<file path="src/timer_pkg.sv">
/*
 * timer_pkg: shared constants and types for the timer pin control block.
 * Assumes a single 50 MHz bus clock and plain control ports, no bus.
 */
package timer_pkg;
    localparam int CNT_W = 16;
    localparam int MAX_CH = 8;
    localparam int CLK_FREQ_HZ = 50_000_000;
    localparam int SYNC_STAGES = 2;
    // clock_source_select codes
    localparam logic [1:0] CS_NONE = 2'h0;
    localparam logic [1:0] CS_BUS = 2'h1;
    localparam logic [1:0] CS_FIXED = 2'h2;
    localparam logic [1:0] CS_EXT = 2'h3;
    // channel_mode_select codes
    localparam logic [1:0] MODE_CAPTURE = 2'h0;
    localparam logic [1:0] MODE_COMPARE = 2'h1;
    // edge_level_select codes
    localparam logic [1:0] ELS_OFF = 2'h0;
    localparam logic [1:0] ELS_RISE_TOG = 2'h1;
    localparam logic [1:0] ELS_FALL_CLR = 2'h2;
    localparam logic [1:0] ELS_BOTH_SET = 2'h3;
    localparam logic [2:0] PS_RESET = 3'h0;
    localparam logic [CNT_W-1:0] CNT_RESET = 16'h0000;
    localparam logic [CNT_W-1:0] CNT_ZERO = 16'h0000;
    localparam logic [CNT_W-1:0] CNT_MAX = 16'hffff;
    localparam logic [7:0] PRE_RESET = 8'h00;

    typedef struct packed {
        logic [1:0] mode;
        logic [1:0] els;
        logic [CNT_W-1:0] value;
    } chan_cfg_t;

    typedef struct packed {
        logic [1:0] clk_src;
        logic [2:0] prescale;
        logic center_align;
        logic [CNT_W-1:0] modulo;
    } timer_cfg_t;

    typedef enum logic [1:0] {
        CH_IDLE = 2'b00,
        CH_CAPTURE = 2'b01,
        CH_OUTPUT = 2'b10
    } ch_role_t;
endpackage : timer_pkg

</file>
<file path="src/timer_pwm_unit.sv">
/*
 * timer_pwm_unit: counter, clock source, prescaler and channel pins.
 * Assumes plain control ports from software and pin pads outside
 * that merge gpio with the timer drive using o_pin_oe.
 */
// Behaviour
// - software picks counter clock source
// - external clock synchronised, quarter bus rate
// - external clock pin: compare still works
// - els 00 or no clock releases pin
// - center align drives all enabled pins
// - mode select picks capture, compare, pwm
// - capture mode: pin is timer input
// - els selects capture edge polarity
// - capture inputs synchronised; four-cycle pulses
// - compare mode drives pin as output
// - match toggles, clears or sets pin
// - toggle start keeps previous pin level
// - edge pwm output, low bit polarity
// - els 10: high at zero, low match
// - els x1: low at zero, high match
// - center pwm drives all enabled pins, polarity bit
// - center els 10: up clears, down sets
// - center els x1: up sets, down clears
// - one to eight channels, numbered from 1
// - clock select encoding 00..11
// - prescale divide 1 to 128
// - edge pwm period modulo plus one
// - center counter up to modulo, down
`timescale 1ns/1ps
module timer_pwm_unit import timer_pkg::*; #(
    parameter int NUM_CH = 4,
    parameter int EXT_PIN_CH = 0 // channel index sharing the clock pin
) (
    input wire logic i_ref_clk,
    input wire logic i_rst_b,
    input wire timer_cfg_t i_timer_cfg,
    input wire chan_cfg_t [NUM_CH-1:0] i_chan_cfg,
    input wire logic i_fixed_tick,
    input wire logic i_ext_count_clock,
    input wire logic i_counter_reset,
    input wire logic [NUM_CH-1:0] i_channel_pin,
    output logic [NUM_CH-1:0] o_channel_pin,
    output logic [NUM_CH-1:0] o_pin_oe,
    output logic [NUM_CH-1:0] o_timer_owns_pin,
    output logic [CNT_W-1:0] o_counter_value,
    output logic o_count_down,
    output logic o_overflow,
    output logic [NUM_CH-1:0] o_capture_event,
    output logic [NUM_CH-1:0] o_match_event,
    output logic [NUM_CH*CNT_W-1:0] o_captured_value
);
    // ==========================================================
    // clock source and prescaler
    // ==========================================================
    logic ext_rise;
    logic src_tick;
    logic tick;
    logic enabled;
    logic [7:0] pre_r;
    logic [7:0] pre_mask;
    logic [CNT_W-1:0] cnt_r;
    logic down_r;
    logic [CNT_W-1:0] mod_top;
    logic period_start;
    logic wrap;

    pin_sync u_ext_sync (
        .i_ref_clk(i_ref_clk),
        .i_rst_b(i_rst_b),
        .i_async(i_ext_count_clock),
        .o_level(),
        .o_rise(ext_rise),
        .o_fall()
    );

    assign enabled = (i_timer_cfg.clk_src != CS_NONE);

    // source select; external edges only count after two-stage sync
    always_comb begin
        case (i_timer_cfg.clk_src)
            CS_BUS: src_tick = 1'b1;
            CS_FIXED: src_tick = i_fixed_tick;
            CS_EXT: src_tick = ext_rise;
            default: src_tick = 1'b0;
        endcase
    end

    // a new prescale code acts in the same cycle, nothing is held
    assign pre_mask = 8'((9'h001 << i_timer_cfg.prescale) - 9'h001);

    always_ff @(posedge i_ref_clk or negedge i_rst_b) begin
        if (!i_rst_b) begin
            pre_r <= PRE_RESET;
        end else if (!enabled) begin
            pre_r <= PRE_RESET;
        end else if (src_tick) begin
            pre_r <= pre_r + 8'h01;
        end
    end

    assign tick = src_tick && ((pre_r & pre_mask) == pre_mask);

    // ==========================================================
    // counter
    // ==========================================================
    // modulo 0000 or ffff means free running
    assign mod_top = (i_timer_cfg.modulo == CNT_ZERO) ? CNT_MAX
                                                      : i_timer_cfg.modulo;
    assign wrap = tick && !i_timer_cfg.center_align && cnt_r == mod_top;

    always_ff @(posedge i_ref_clk or negedge i_rst_b) begin
        if (!i_rst_b) begin
            cnt_r <= CNT_RESET;
            down_r <= 1'b0;
        end else if (i_counter_reset) begin
            cnt_r <= CNT_RESET;
            down_r <= 1'b0;
        end else if (tick) begin
            if (i_timer_cfg.center_align) begin
                if (!down_r && cnt_r >= mod_top) begin
                    down_r <= 1'b1;
                    cnt_r <= cnt_r - 16'h0001;
                end else if (down_r && cnt_r == CNT_ZERO) begin
                    down_r <= 1'b0;
                    cnt_r <= cnt_r + 16'h0001;
                end else if (down_r) begin
                    cnt_r <= cnt_r - 16'h0001;
                end else begin
                    cnt_r <= cnt_r + 16'h0001;
                end
            end else begin
                down_r <= 1'b0;
                cnt_r <= wrap ? CNT_ZERO : cnt_r + 16'h0001;
            end
        end
    end

    assign period_start = wrap;

    // ==========================================================
    // channels
    // ==========================================================
    logic [NUM_CH-1:0] cap_ev;
    logic [NUM_CH-1:0] match_ev;
    logic [NUM_CH-1:0] pin_drv;
    logic [NUM_CH-1:0] pin_lvl;
    logic [NUM_CH-1:0] own_in;
    logic [NUM_CH-1:0] own_out;

    genvar g;
    generate
        for (g = 0; g < NUM_CH; g++) begin : g_ch
            logic rise;
            logic fall;
            logic ch_enabled;
            ch_role_t role;

            pin_sync u_pin_sync (
                .i_ref_clk(i_ref_clk),
                .i_rst_b(i_rst_b),
                .i_async(i_channel_pin[g]),
                .o_level(pin_lvl[g]),
                .o_rise(rise),
                .o_fall(fall)
            );

            // with the external clock, the clock pin's channel keeps matches but never owns pin
            assign ch_enabled = enabled && !(i_timer_cfg.clk_src == CS_EXT
                                             && g == EXT_PIN_CH);

            timer_channel u_ch (
                .i_ref_clk(i_ref_clk),
                .i_rst_b(i_rst_b),
                .i_cfg(i_chan_cfg[g]),
                .i_center(i_timer_cfg.center_align),
                .i_enabled(ch_enabled),
                .i_tick(tick),
                .i_count_down(down_r),
                .i_period_start(period_start),
                .i_count(cnt_r),
                .i_pin_rise(rise),
                .i_pin_fall(fall),
                .i_pin_level(pin_lvl[g]),
                .o_role(role),
                .o_pin_nxt(pin_drv[g]),
                .o_capture(cap_ev[g]),
                .o_match()
            );

            // software-timer matches survive on the clock pin channel
            assign match_ev[g] = enabled && tick
                                 && cnt_r == i_chan_cfg[g].value;
            assign own_in[g] = (role == CH_CAPTURE);
            assign own_out[g] = (role == CH_OUTPUT);

            always_ff @(posedge i_ref_clk or negedge i_rst_b) begin
                if (!i_rst_b) begin
                    o_captured_value[g*CNT_W +: CNT_W] <= CNT_RESET;
                end else if (cap_ev[g]) begin
                    o_captured_value[g*CNT_W +: CNT_W] <= cnt_r;
                end
            end

            a_capture_store: assert property (@(posedge i_ref_clk)
                disable iff (!i_rst_b)
                cap_ev[g] |=> o_captured_value[g*CNT_W +: CNT_W]
                              == $past(cnt_r))
                else $error("capture did not store the counter");

            a_capture_role: assert property (@(posedge i_ref_clk)
                disable iff (!i_rst_b)
                (ch_enabled && !i_timer_cfg.center_align
                 && i_chan_cfg[g].mode == MODE_CAPTURE
                 && i_chan_cfg[g].els != ELS_OFF)
                |=> (o_timer_owns_pin[g] && !o_pin_oe[g]))
                else $error("capture channel did not take its pin");

            a_edge_drive: assert property (@(posedge i_ref_clk)
                disable iff (!i_rst_b)
                (ch_enabled && !i_timer_cfg.center_align
                 && i_chan_cfg[g].mode[1] && i_chan_cfg[g].els != ELS_OFF)
                |=> o_pin_oe[g])
                else $error("edge pwm channel did not drive its pin");

            a_idle_release: assert property (@(posedge i_ref_clk)
                disable iff (!i_rst_b)
                (i_chan_cfg[g].els == ELS_OFF) |=> !o_timer_owns_pin[g])
                else $error("channel with edge select off kept its pin");
        end
    endgenerate

    // ==========================================================
    // registered outputs
    // ==========================================================
    always_ff @(posedge i_ref_clk or negedge i_rst_b) begin
        if (!i_rst_b) begin
            o_channel_pin <= '0;
            o_pin_oe <= '0;
            o_timer_owns_pin <= '0;
        end else begin
            o_channel_pin <= pin_drv;
            o_pin_oe <= own_out;
            o_timer_owns_pin <= own_in | own_out;
        end
    end

    always_ff @(posedge i_ref_clk or negedge i_rst_b) begin
        if (!i_rst_b) begin
            o_capture_event <= '0;
            o_match_event <= '0;
            o_overflow <= 1'b0;
            o_counter_value <= CNT_RESET;
            o_count_down <= 1'b0;
        end else begin
            o_capture_event <= cap_ev;
            o_match_event <= match_ev;
            o_overflow <= wrap;
            o_counter_value <= cnt_r;
            o_count_down <= down_r;
        end
    end

    // ==========================================================
    // checks
    // ==========================================================
    a_release_off: assert property (@(posedge i_ref_clk)
        disable iff (!i_rst_b)
        !enabled |=> o_timer_owns_pin == '0)
        else $error("pin kept while clock source off");

    a_edge_wrap: assert property (@(posedge i_ref_clk)
        disable iff (!i_rst_b)
        (wrap && !i_counter_reset) |=> cnt_r == CNT_ZERO)
        else $error("edge counter did not wrap to zero");

    // mod_top is never zero, so one wrap cannot follow another
    a_wrap_single: assert property (@(posedge i_ref_clk)
        disable iff (!i_rst_b)
        wrap |=> !wrap)
        else $error("edge counter wrapped on two ticks in a row");

    a_center_turn: assert property (@(posedge i_ref_clk)
        disable iff (!i_rst_b)
        (tick && i_timer_cfg.center_align && !down_r && cnt_r == mod_top
         && !i_counter_reset) |=> down_r)
        else $error("center counter did not turn down at top");

    a_center_floor: assert property (@(posedge i_ref_clk)
        disable iff (!i_rst_b)
        (tick && i_timer_cfg.center_align && down_r && cnt_r == CNT_ZERO
         && !i_counter_reset) |=> (!down_r && cnt_r == 16'h0001))
        else $error("center counter did not turn up at zero");

    a_no_clock: assert property (@(posedge i_ref_clk)
        disable iff (!i_rst_b)
        (!enabled && !i_counter_reset) |=> $stable(cnt_r))
        else $error("counter moved with no clock");

    a_fixed_gate: assert property (@(posedge i_ref_clk)
        disable iff (!i_rst_b)
        (i_timer_cfg.clk_src == CS_FIXED && !i_fixed_tick) |-> !tick)
        else $error("fixed source counted without its tick");

    a_bus_count: assert property (@(posedge i_ref_clk)
        disable iff (!i_rst_b)
        (i_timer_cfg.clk_src == CS_BUS && i_timer_cfg.prescale == PS_RESET
         && !i_timer_cfg.center_align && !i_counter_reset && !wrap)
        |=> cnt_r == $past(cnt_r) + 16'h0001)
        else $error("bus clock divide-by-one did not count");

    // divide by two: a tick is never followed directly by another
    a_prescale_two: assert property (@(posedge i_ref_clk)
        disable iff (!i_rst_b)
        (tick && i_timer_cfg.clk_src == CS_BUS
         && i_timer_cfg.prescale == 3'h1)
        ##1 (i_timer_cfg.clk_src == CS_BUS && i_timer_cfg.prescale == 3'h1)
        |-> !tick)
        else $error("divide-by-two prescaler ticked twice in a row");

    a_oe_owns: assert property (@(posedge i_ref_clk)
        disable iff (!i_rst_b)
        (o_pin_oe & ~o_timer_owns_pin) == '0)
        else $error("pin driven but not owned");

    a_capture_own: assert property (@(posedge i_ref_clk)
        disable iff (!i_rst_b)
        (|cap_ev) |=> (o_capture_event & ~o_timer_owns_pin) == '0)
        else $error("capture on channel not in capture role");

    a_ext_pin_free: assert property (@(posedge i_ref_clk)
        disable iff (!i_rst_b)
        (i_timer_cfg.clk_src == CS_EXT) |=> !o_timer_owns_pin[EXT_PIN_CH])
        else $error("clock pin channel took its pin");

    a_center_all: assert property (@(posedge i_ref_clk)
        disable iff (!i_rst_b)
        (i_timer_cfg.center_align && enabled && i_chan_cfg[0].els != ELS_OFF
         && !(i_timer_cfg.clk_src == CS_EXT && EXT_PIN_CH == 0))
        |=> o_pin_oe[0])
        else $error("center mode did not drive channel pin");

    c_capture: cover property (@(posedge i_ref_clk) |o_capture_event);
    c_wrap: cover property (@(posedge i_ref_clk) o_overflow);
    c_center: cover property (@(posedge i_ref_clk)
        i_timer_cfg.center_align && down_r);
    c_ext: cover property (@(posedge i_ref_clk)
        i_timer_cfg.clk_src == CS_EXT && tick);
    c_floor: cover property (@(posedge i_ref_clk)
        o_count_down && o_counter_value == CNT_ZERO);
endmodule : timer_pwm_unit

</file>
<file path="src/pin_sync.sv">
/*
 * pin_sync: two flip-flop synchroniser with edge detection behind it.
 * Assumes an asynchronous input and the bus clock.
 */
`timescale 1ns/1ps
module pin_sync import timer_pkg::*; (
    input wire logic i_ref_clk,
    input wire logic i_rst_b,
    input wire logic i_async,
    output logic o_level,
    output logic o_rise,
    output logic o_fall
);
    logic meta_r;
    logic sync_r;
    logic last_r;

    // meta_r feeds only sync_r
    always_ff @(posedge i_ref_clk or negedge i_rst_b) begin
        if (!i_rst_b) begin
            meta_r <= 1'b0;
            sync_r <= 1'b0;
            last_r <= 1'b0;
        end else begin
            meta_r <= i_async;
            sync_r <= meta_r;
            last_r <= sync_r;
        end
    end

    assign o_level = sync_r;
    assign o_rise = sync_r & ~last_r;
    assign o_fall = ~sync_r & last_r;
endmodule : pin_sync

</file>
<file path="src/timer_channel.sv">
/*
 * timer_channel: one channel's pin logic (capture, compare, PWM).
 * Assumes counter, direction and period start come from the parent.
 */
`timescale 1ns/1ps
module timer_channel import timer_pkg::*; (
    input wire logic i_ref_clk,
    input wire logic i_rst_b,
    input wire chan_cfg_t i_cfg,
    input wire logic i_center,
    input wire logic i_enabled,
    input wire logic i_tick,
    input wire logic i_count_down,
    input wire logic i_period_start,
    input wire logic [CNT_W-1:0] i_count,
    input wire logic i_pin_rise,
    input wire logic i_pin_fall,
    input wire logic i_pin_level,
    output ch_role_t o_role,
    output logic o_pin_nxt,
    output logic o_capture,
    output logic o_match
);
    logic pin_r;
    logic match;
    logic [1:0] prev_mode_r;
    logic [CNT_W-1:0] next_count;
    logic edge_hit;

    // pin handed back to gpio when disabled or no clock
    always_comb begin
        if (i_cfg.els == ELS_OFF || !i_enabled) begin
            o_role = CH_IDLE;
        end else if (i_center) begin
            o_role = CH_OUTPUT;
        end else if (i_cfg.mode == MODE_CAPTURE) begin
            o_role = CH_CAPTURE;
        end else begin
            o_role = CH_OUTPUT;
        end
    end

    assign match = i_tick && (i_count == i_cfg.value);
    assign o_match = match && i_enabled;

    // edge pwm acts on the count about to be entered, so the pulse
    // covers counts 0 to value-1 and not one count more
    assign next_count = i_period_start ? CNT_ZERO : i_count + 16'h0001;
    assign edge_hit = i_tick && (next_count == i_cfg.value);

    // capture edge choice
    always_comb begin
        o_capture = 1'b0;
        if (o_role == CH_CAPTURE) begin
            case (i_cfg.els)
                ELS_RISE_TOG: o_capture = i_pin_rise;
                ELS_FALL_CLR: o_capture = i_pin_fall;
                ELS_BOTH_SET: o_capture = i_pin_rise | i_pin_fall;
                default: o_capture = 1'b0;
            endcase
        end
    end

    always_ff @(posedge i_ref_clk or negedge i_rst_b) begin
        if (!i_rst_b) begin
            prev_mode_r <= MODE_CAPTURE;
        end else begin
            prev_mode_r <= i_cfg.mode;
        end
    end

    // pin drive state
    always_ff @(posedge i_ref_clk or negedge i_rst_b) begin
        if (!i_rst_b) begin
            pin_r <= 1'b0;
        end else if (o_role != CH_OUTPUT) begin
            // track the pin so toggle starts from its level
            pin_r <= i_pin_level;
        end else if (i_center) begin
            if (match) begin
                pin_r <= i_count_down ^ i_cfg.els[0];
            end
        end else if (i_cfg.mode[1]) begin
            if (edge_hit) begin
                pin_r <= i_cfg.els[0];
            end else if (i_period_start) begin
                pin_r <= ~i_cfg.els[0];
            end
        end else if (match) begin
            case (i_cfg.els)
                ELS_RISE_TOG: pin_r <= ~pin_r;
                ELS_FALL_CLR: pin_r <= 1'b0;
                ELS_BOTH_SET: pin_r <= 1'b1;
                default: pin_r <= pin_r;
            endcase
        end
    end

    assign o_pin_nxt = pin_r;

    a_toggle_flip: assert property (@(posedge i_ref_clk)
        disable iff (!i_rst_b)
        (o_role == CH_OUTPUT && !i_center && i_cfg.mode == MODE_COMPARE
         && i_cfg.els == ELS_RISE_TOG && match && $past(o_role) == CH_OUTPUT
         && prev_mode_r == MODE_COMPARE)
        |=> pin_r != $past(pin_r))
        else $error("toggle compare did not flip pin");
endmodule : timer_channel

</file>
<file path="config.mk">
export PLATFORM = sky130hd
export DESIGN_NAME = timer_pwm_unit
export DESIGN_NICKNAME = d
export VERILOG_FILES = /design/src/timer_pkg.sv /design/src/timer_pwm_unit.sv /design/src/pin_sync.sv /design/src/timer_channel.sv
export SDC_FILE = /design/constraint.sdc
export NUM_CORES = 1
export LEC_CHECK = 0
export BUFFER_PORTS_ARGS = -buffer_cell sky130_fd_sc_hd__buf_2
export CORE_MARGIN = 5
export CORE_UTILIZATION = 45
export DETAILED_ROUTE_END_ITERATION = 10
export PLACE_DENSITY = 0.66
export SLEW_MARGIN = 15
export SYNTH_ARGS = -nofsm -noshare
export SYNTH_HDL_FRONTEND = slang
export SYNTH_HIERARCHICAL = 1
export SYNTH_SLANG_ARGS = --single-unit
</file>
<file path="constraint.sdc">
create_clock -name i_ref_clk -period 5.99 [get_ports i_ref_clk]
set_input_delay 0.8985 -clock i_ref_clk [delete_from_list [all_inputs] [get_ports i_ref_clk]]
set_output_delay 0.8985 -clock i_ref_clk [all_outputs]
set_load 0.005 [all_outputs]
</file>
==> flow_metrics.tcl <==
set metrics [dict create \
    timing.critical_path.to_type "flip-flop" \
    postCtsSetupRepairBufs 0 \
    cts_tree "built" \
    number_of_inserted_filler_cells_in_the_final_layout 2602 \
    die_area_sq_mm 0.0318 \
    rsz0062_at_grt "no" \
    syn_area_sq_mm 0.0127 \
    period_share_pct 90.1 \
    grt_antenna_before_repair 1 \
    fp.dieW_microns 178 \
    gpl.final_weighted_congestion 0.944 \
    clock_latency_ns 0.43 \
    vias_per_cell 5.99 \
    die_y_microns 178 \
    setup_violating_endpoint_count_in_the_final_report 0 \
    r2r.worst_path.cells 14 \
    grt_start_max_net_pins 96 \
    drtIter0Drc 827 \
    grt_first_pass_wirelength_microns 64200 \
    detailedPlacementHpwl_microns 27400 \
    final-max-slew-violation-count 0 \
    placement_rows 61 \
    layout-drive-gt1-share_pct 28.5 \
    cp_arrival_ns 5.70 \
    critPathRequiredTime_ns 6.29 \
    cts_root_buf "sky130_fd_sc_hd__clkbuf_16" \
    holdPathEnd "g_ch[1].u_pin_sync/o_level" \
    worstHoldPathCells 0 \
    worst_setup_path_start_kind "input port" \
    worst_setup_hold_path_clk_slew_ns 0.08 \
    post_synth_inst_count 1374 \
    worstPathMaxFanout 21 \
    outcome "finished, final reports clean" \
    clock_sinks 145 \
    max-vdd-ir-drop_mv 0.163 \
    syn_nets 1536 \
    first_pass_iteration_count_of_the_detailed_router 6 \
    cts_hold_buffers_added 0 \
    drc_errors 0 \
    power.total_mw 2.55 \
    routed_wirelength_microns 40600 \
    r2r_setup_slack_ns 1.64 \
    r2r_end "g_ch[0].u_ch/o_pin_nxt" \
    post_synth.cell_area_avg_sq_um 9.27 \
    total_leakage_power_nw 6.80 \
    area_delta_synth_final_pct 15.6 \
    route.vias.total 11700 \
    timing.final.crit_period_ns 5.40 \
    worst_slew_pin_slew_ns 0.977 \
    dpl_cell_area_sq_mm 0.0141 \
    final.setup_skew_ns 0.0115 \
    fin_setup_tns_ns 0 \
    slew_headroom_pct 34.8 \
    initial_utilization_pct 45.7 \
    cts_made_buffers 17 \
    finalInstanceArea_sq_mm 0.0147 \
    hold_path_startpoint "g_ch[1].u_pin_sync/meta_r" \
    floorplan.core_area_sq_mm 0.0279 \
    cts_max_level 4 \
    gr_ovfl_total 0 \
    timing.max_cap.violations 0 \
    reg2reg_from "u_ext_sync/last_r" \
    cts_resized 0 \
    fmax_mhz 185 \
    layout.nets 1727 \
    hold_viol_final 0 \
    top_level_ports 213 \
    crit_type "input port to flip-flop" \
    pwr_density_mw_per_mm2 173 \
    maximum_number_of_buffers_from_clock_root_to_sink 2 \
    grt_util_all_layers_pct 25.4 \
    timing.hold.worst.class "flip-flop to flip-flop" \
    final_antenna_net_count 0 \
    wire_per_inst_microns 20.8 \
    grt_pass1_vias 11800 \
    port-buffer-count 212 \
    ys.warnings.count 6 \
]
==> worst max-delay path by stage <==
stage / start / slack [ns] / endpoint
2_1_floorplan: i_timer_cfg[3] / 0.51 / g_ch[0].u_ch/o_pin_nxt
3_3_place_gp: i_timer_cfg[11] / 0.36 / g_ch[0].u_ch/o_pin_nxt
3_5_place_dp: i_timer_cfg[11] / 0.18 / g_ch[0].u_ch/o_pin_nxt
4_1_cts: i_timer_cfg[11] / 0.63 / g_ch[0].u_ch/o_pin_nxt
5_1_grt: i_timer_cfg[11] / 0.17 / g_ch[0].u_ch/o_pin_nxt
6_report: i_timer_cfg[11] / 0.59 / g_ch[0].u_ch/o_pin_nxt
==> sequential cells by signal, summed over array words and instances, names as in the netlist, 7 cells and up <==
signal and cells:
pre_r 7, o_counter_value 16, o_captured_value 64, cnt_r 16
==> power breakdown <==
part           internal (mW)  switching (mW)  leakage (nW)  total (mW)
sequential              1.01          0.0252          1.93        1.04
clock                  0.649           0.512         0.308        1.16
combinational          0.153           0.199          4.57       0.352
total                   1.81           0.736          6.80        2.55
==> layer usage <==
metal  part of all wire [%]  GRT usage (%)  wire [microns]
met5                      0              0               0
met3                    7.8           5.72            3170
met1                     43           33.5           17500
met4                    2.8           8.86            1140
met2                     46           41.4           18900
==> critical path, stage by stage <==
cell	delay [ns]
sky130_fd_sc_hd__buf_2	0.10
sky130_fd_sc_hd__nor4_1	0.31
sky130_fd_sc_hd__and4_1	0.56
sky130_fd_sc_hd__nor2_1	0.09
sky130_fd_sc_hd__ha_1	0.32
sky130_fd_sc_hd__nand4_1	0.18
sky130_fd_sc_hd__nor4_1	0.57
sky130_fd_sc_hd__nand2b_1	0.21
sky130_fd_sc_hd__nor2_4	0.41
sky130_fd_sc_hd__buf_4	0.31
sky130_fd_sc_hd__nor3_1	0.06
sky130_fd_sc_hd__nand3_1	0.11
sky130_fd_sc_hd__o211ai_1	0.10
sky130_fd_sc_hd__or4b_1	0.52
sky130_fd_sc_hd__or4_1	0.56
sky130_fd_sc_hd__o311ai_2	0.25
sky130_fd_sc_hd__o211ai_2	0.12
==> cell usage in the layout (no fill, tap or decap), types with 7 or more instances in the layout <==
| cell type | count |
|---|---|
| sky130_fd_sc_hd__buf_2 | 211 |
| sky130_fd_sc_hd__dfrtp_1 | 131 |
| sky130_fd_sc_hd__xor2_1 | 98 |
| sky130_fd_sc_hd__nor2_1 | 86 |
| sky130_fd_sc_hd__xnor2_1 | 72 |
| sky130_fd_sc_hd__mux2_2 | 69 |
| sky130_fd_sc_hd__nand2_1 | 68 |
| sky130_fd_sc_hd__inv_1 | 58 |
| sky130_fd_sc_hd__ha_1 | 51 |
| sky130_fd_sc_hd__nand4_1 | 45 |
| sky130_fd_sc_hd__nand3_1 | 44 |
| sky130_fd_sc_hd__nor4_1 | 43 |
| sky130_fd_sc_hd__a21oi_1 | 40 |
| sky130_fd_sc_hd__o21ai_0 | 37 |
| sky130_fd_sc_hd__nor3_1 | 34 |
| sky130_fd_sc_hd__buf_4 | 33 |
| sky130_fd_sc_hd__mux2i_1 | 27 |
| sky130_fd_sc_hd__nor2b_1 | 25 |
| sky130_fd_sc_hd__or3_1 | 20 |
| sky130_fd_sc_hd__nand2b_1 | 20 |
| sky130_fd_sc_hd__and3_1 | 19 |
| sky130_fd_sc_hd__or4_1 | 19 |
| sky130_fd_sc_hd__clkbuf_16 | 17 |
| sky130_fd_sc_hd__o31ai_1 | 14 |
| sky130_fd_sc_hd__dfrtp_2 | 14 |
| sky130_fd_sc_hd__o21ai_1 | 13 |
| sky130_fd_sc_hd__o211ai_1 | 12 |
| sky130_fd_sc_hd__a22oi_1 | 12 |
| sky130_fd_sc_hd__and3_2 | 10 |
| sky130_fd_sc_hd__or4b_1 | 8 |
| sky130_fd_sc_hd__o21a_1 | 8 |
| sky130_fd_sc_hd__a211oi_1 | 8 |
| sky130_fd_sc_hd__nor3b_1 | 8 |
| sky130_fd_sc_hd__and4_1 | 7 |
| sky130_fd_sc_hd__a31oi_1 | 7 |
| sky130_fd_sc_hd__and2_1 | 7 |
| sky130_fd_sc_hd__o41ai_1 | 7 |
| sky130_fd_sc_hd__and2_2 | 7 |
==> metrics by stage <==
step           utilization (%)  std cells  worst slack [ns]  hold WS, ns
2_1_floorplan                -       1374             0.510        0.331
3_3_place_gp              50.6       1924             0.355        0.332
3_5_place_dp              50.6       1924             0.184        0.336
4_1_cts                   52.9       1956             0.627        0.354
5_1_grt                   52.9       1956             0.172        0.356
6_report                  52.9       1957             0.592        0.352
==> cell type report <==
class                           instances  area [sq um]  share of cell area (%)
Antenna cell                            1          2.50                  0.0170
Clock buffer                           18           439                    2.98
Clock inverter                         14           188                    1.27
Inverter                               60           225                    1.53
Multi-Input combinational cell       1095          8420                    57.2
Sequential cell                       145          3650                    24.8
Tap cell                              378           473                    3.21
Timing Repair Buffer                  246          1340                    9.06
Power figures use the tool's default switching activity.
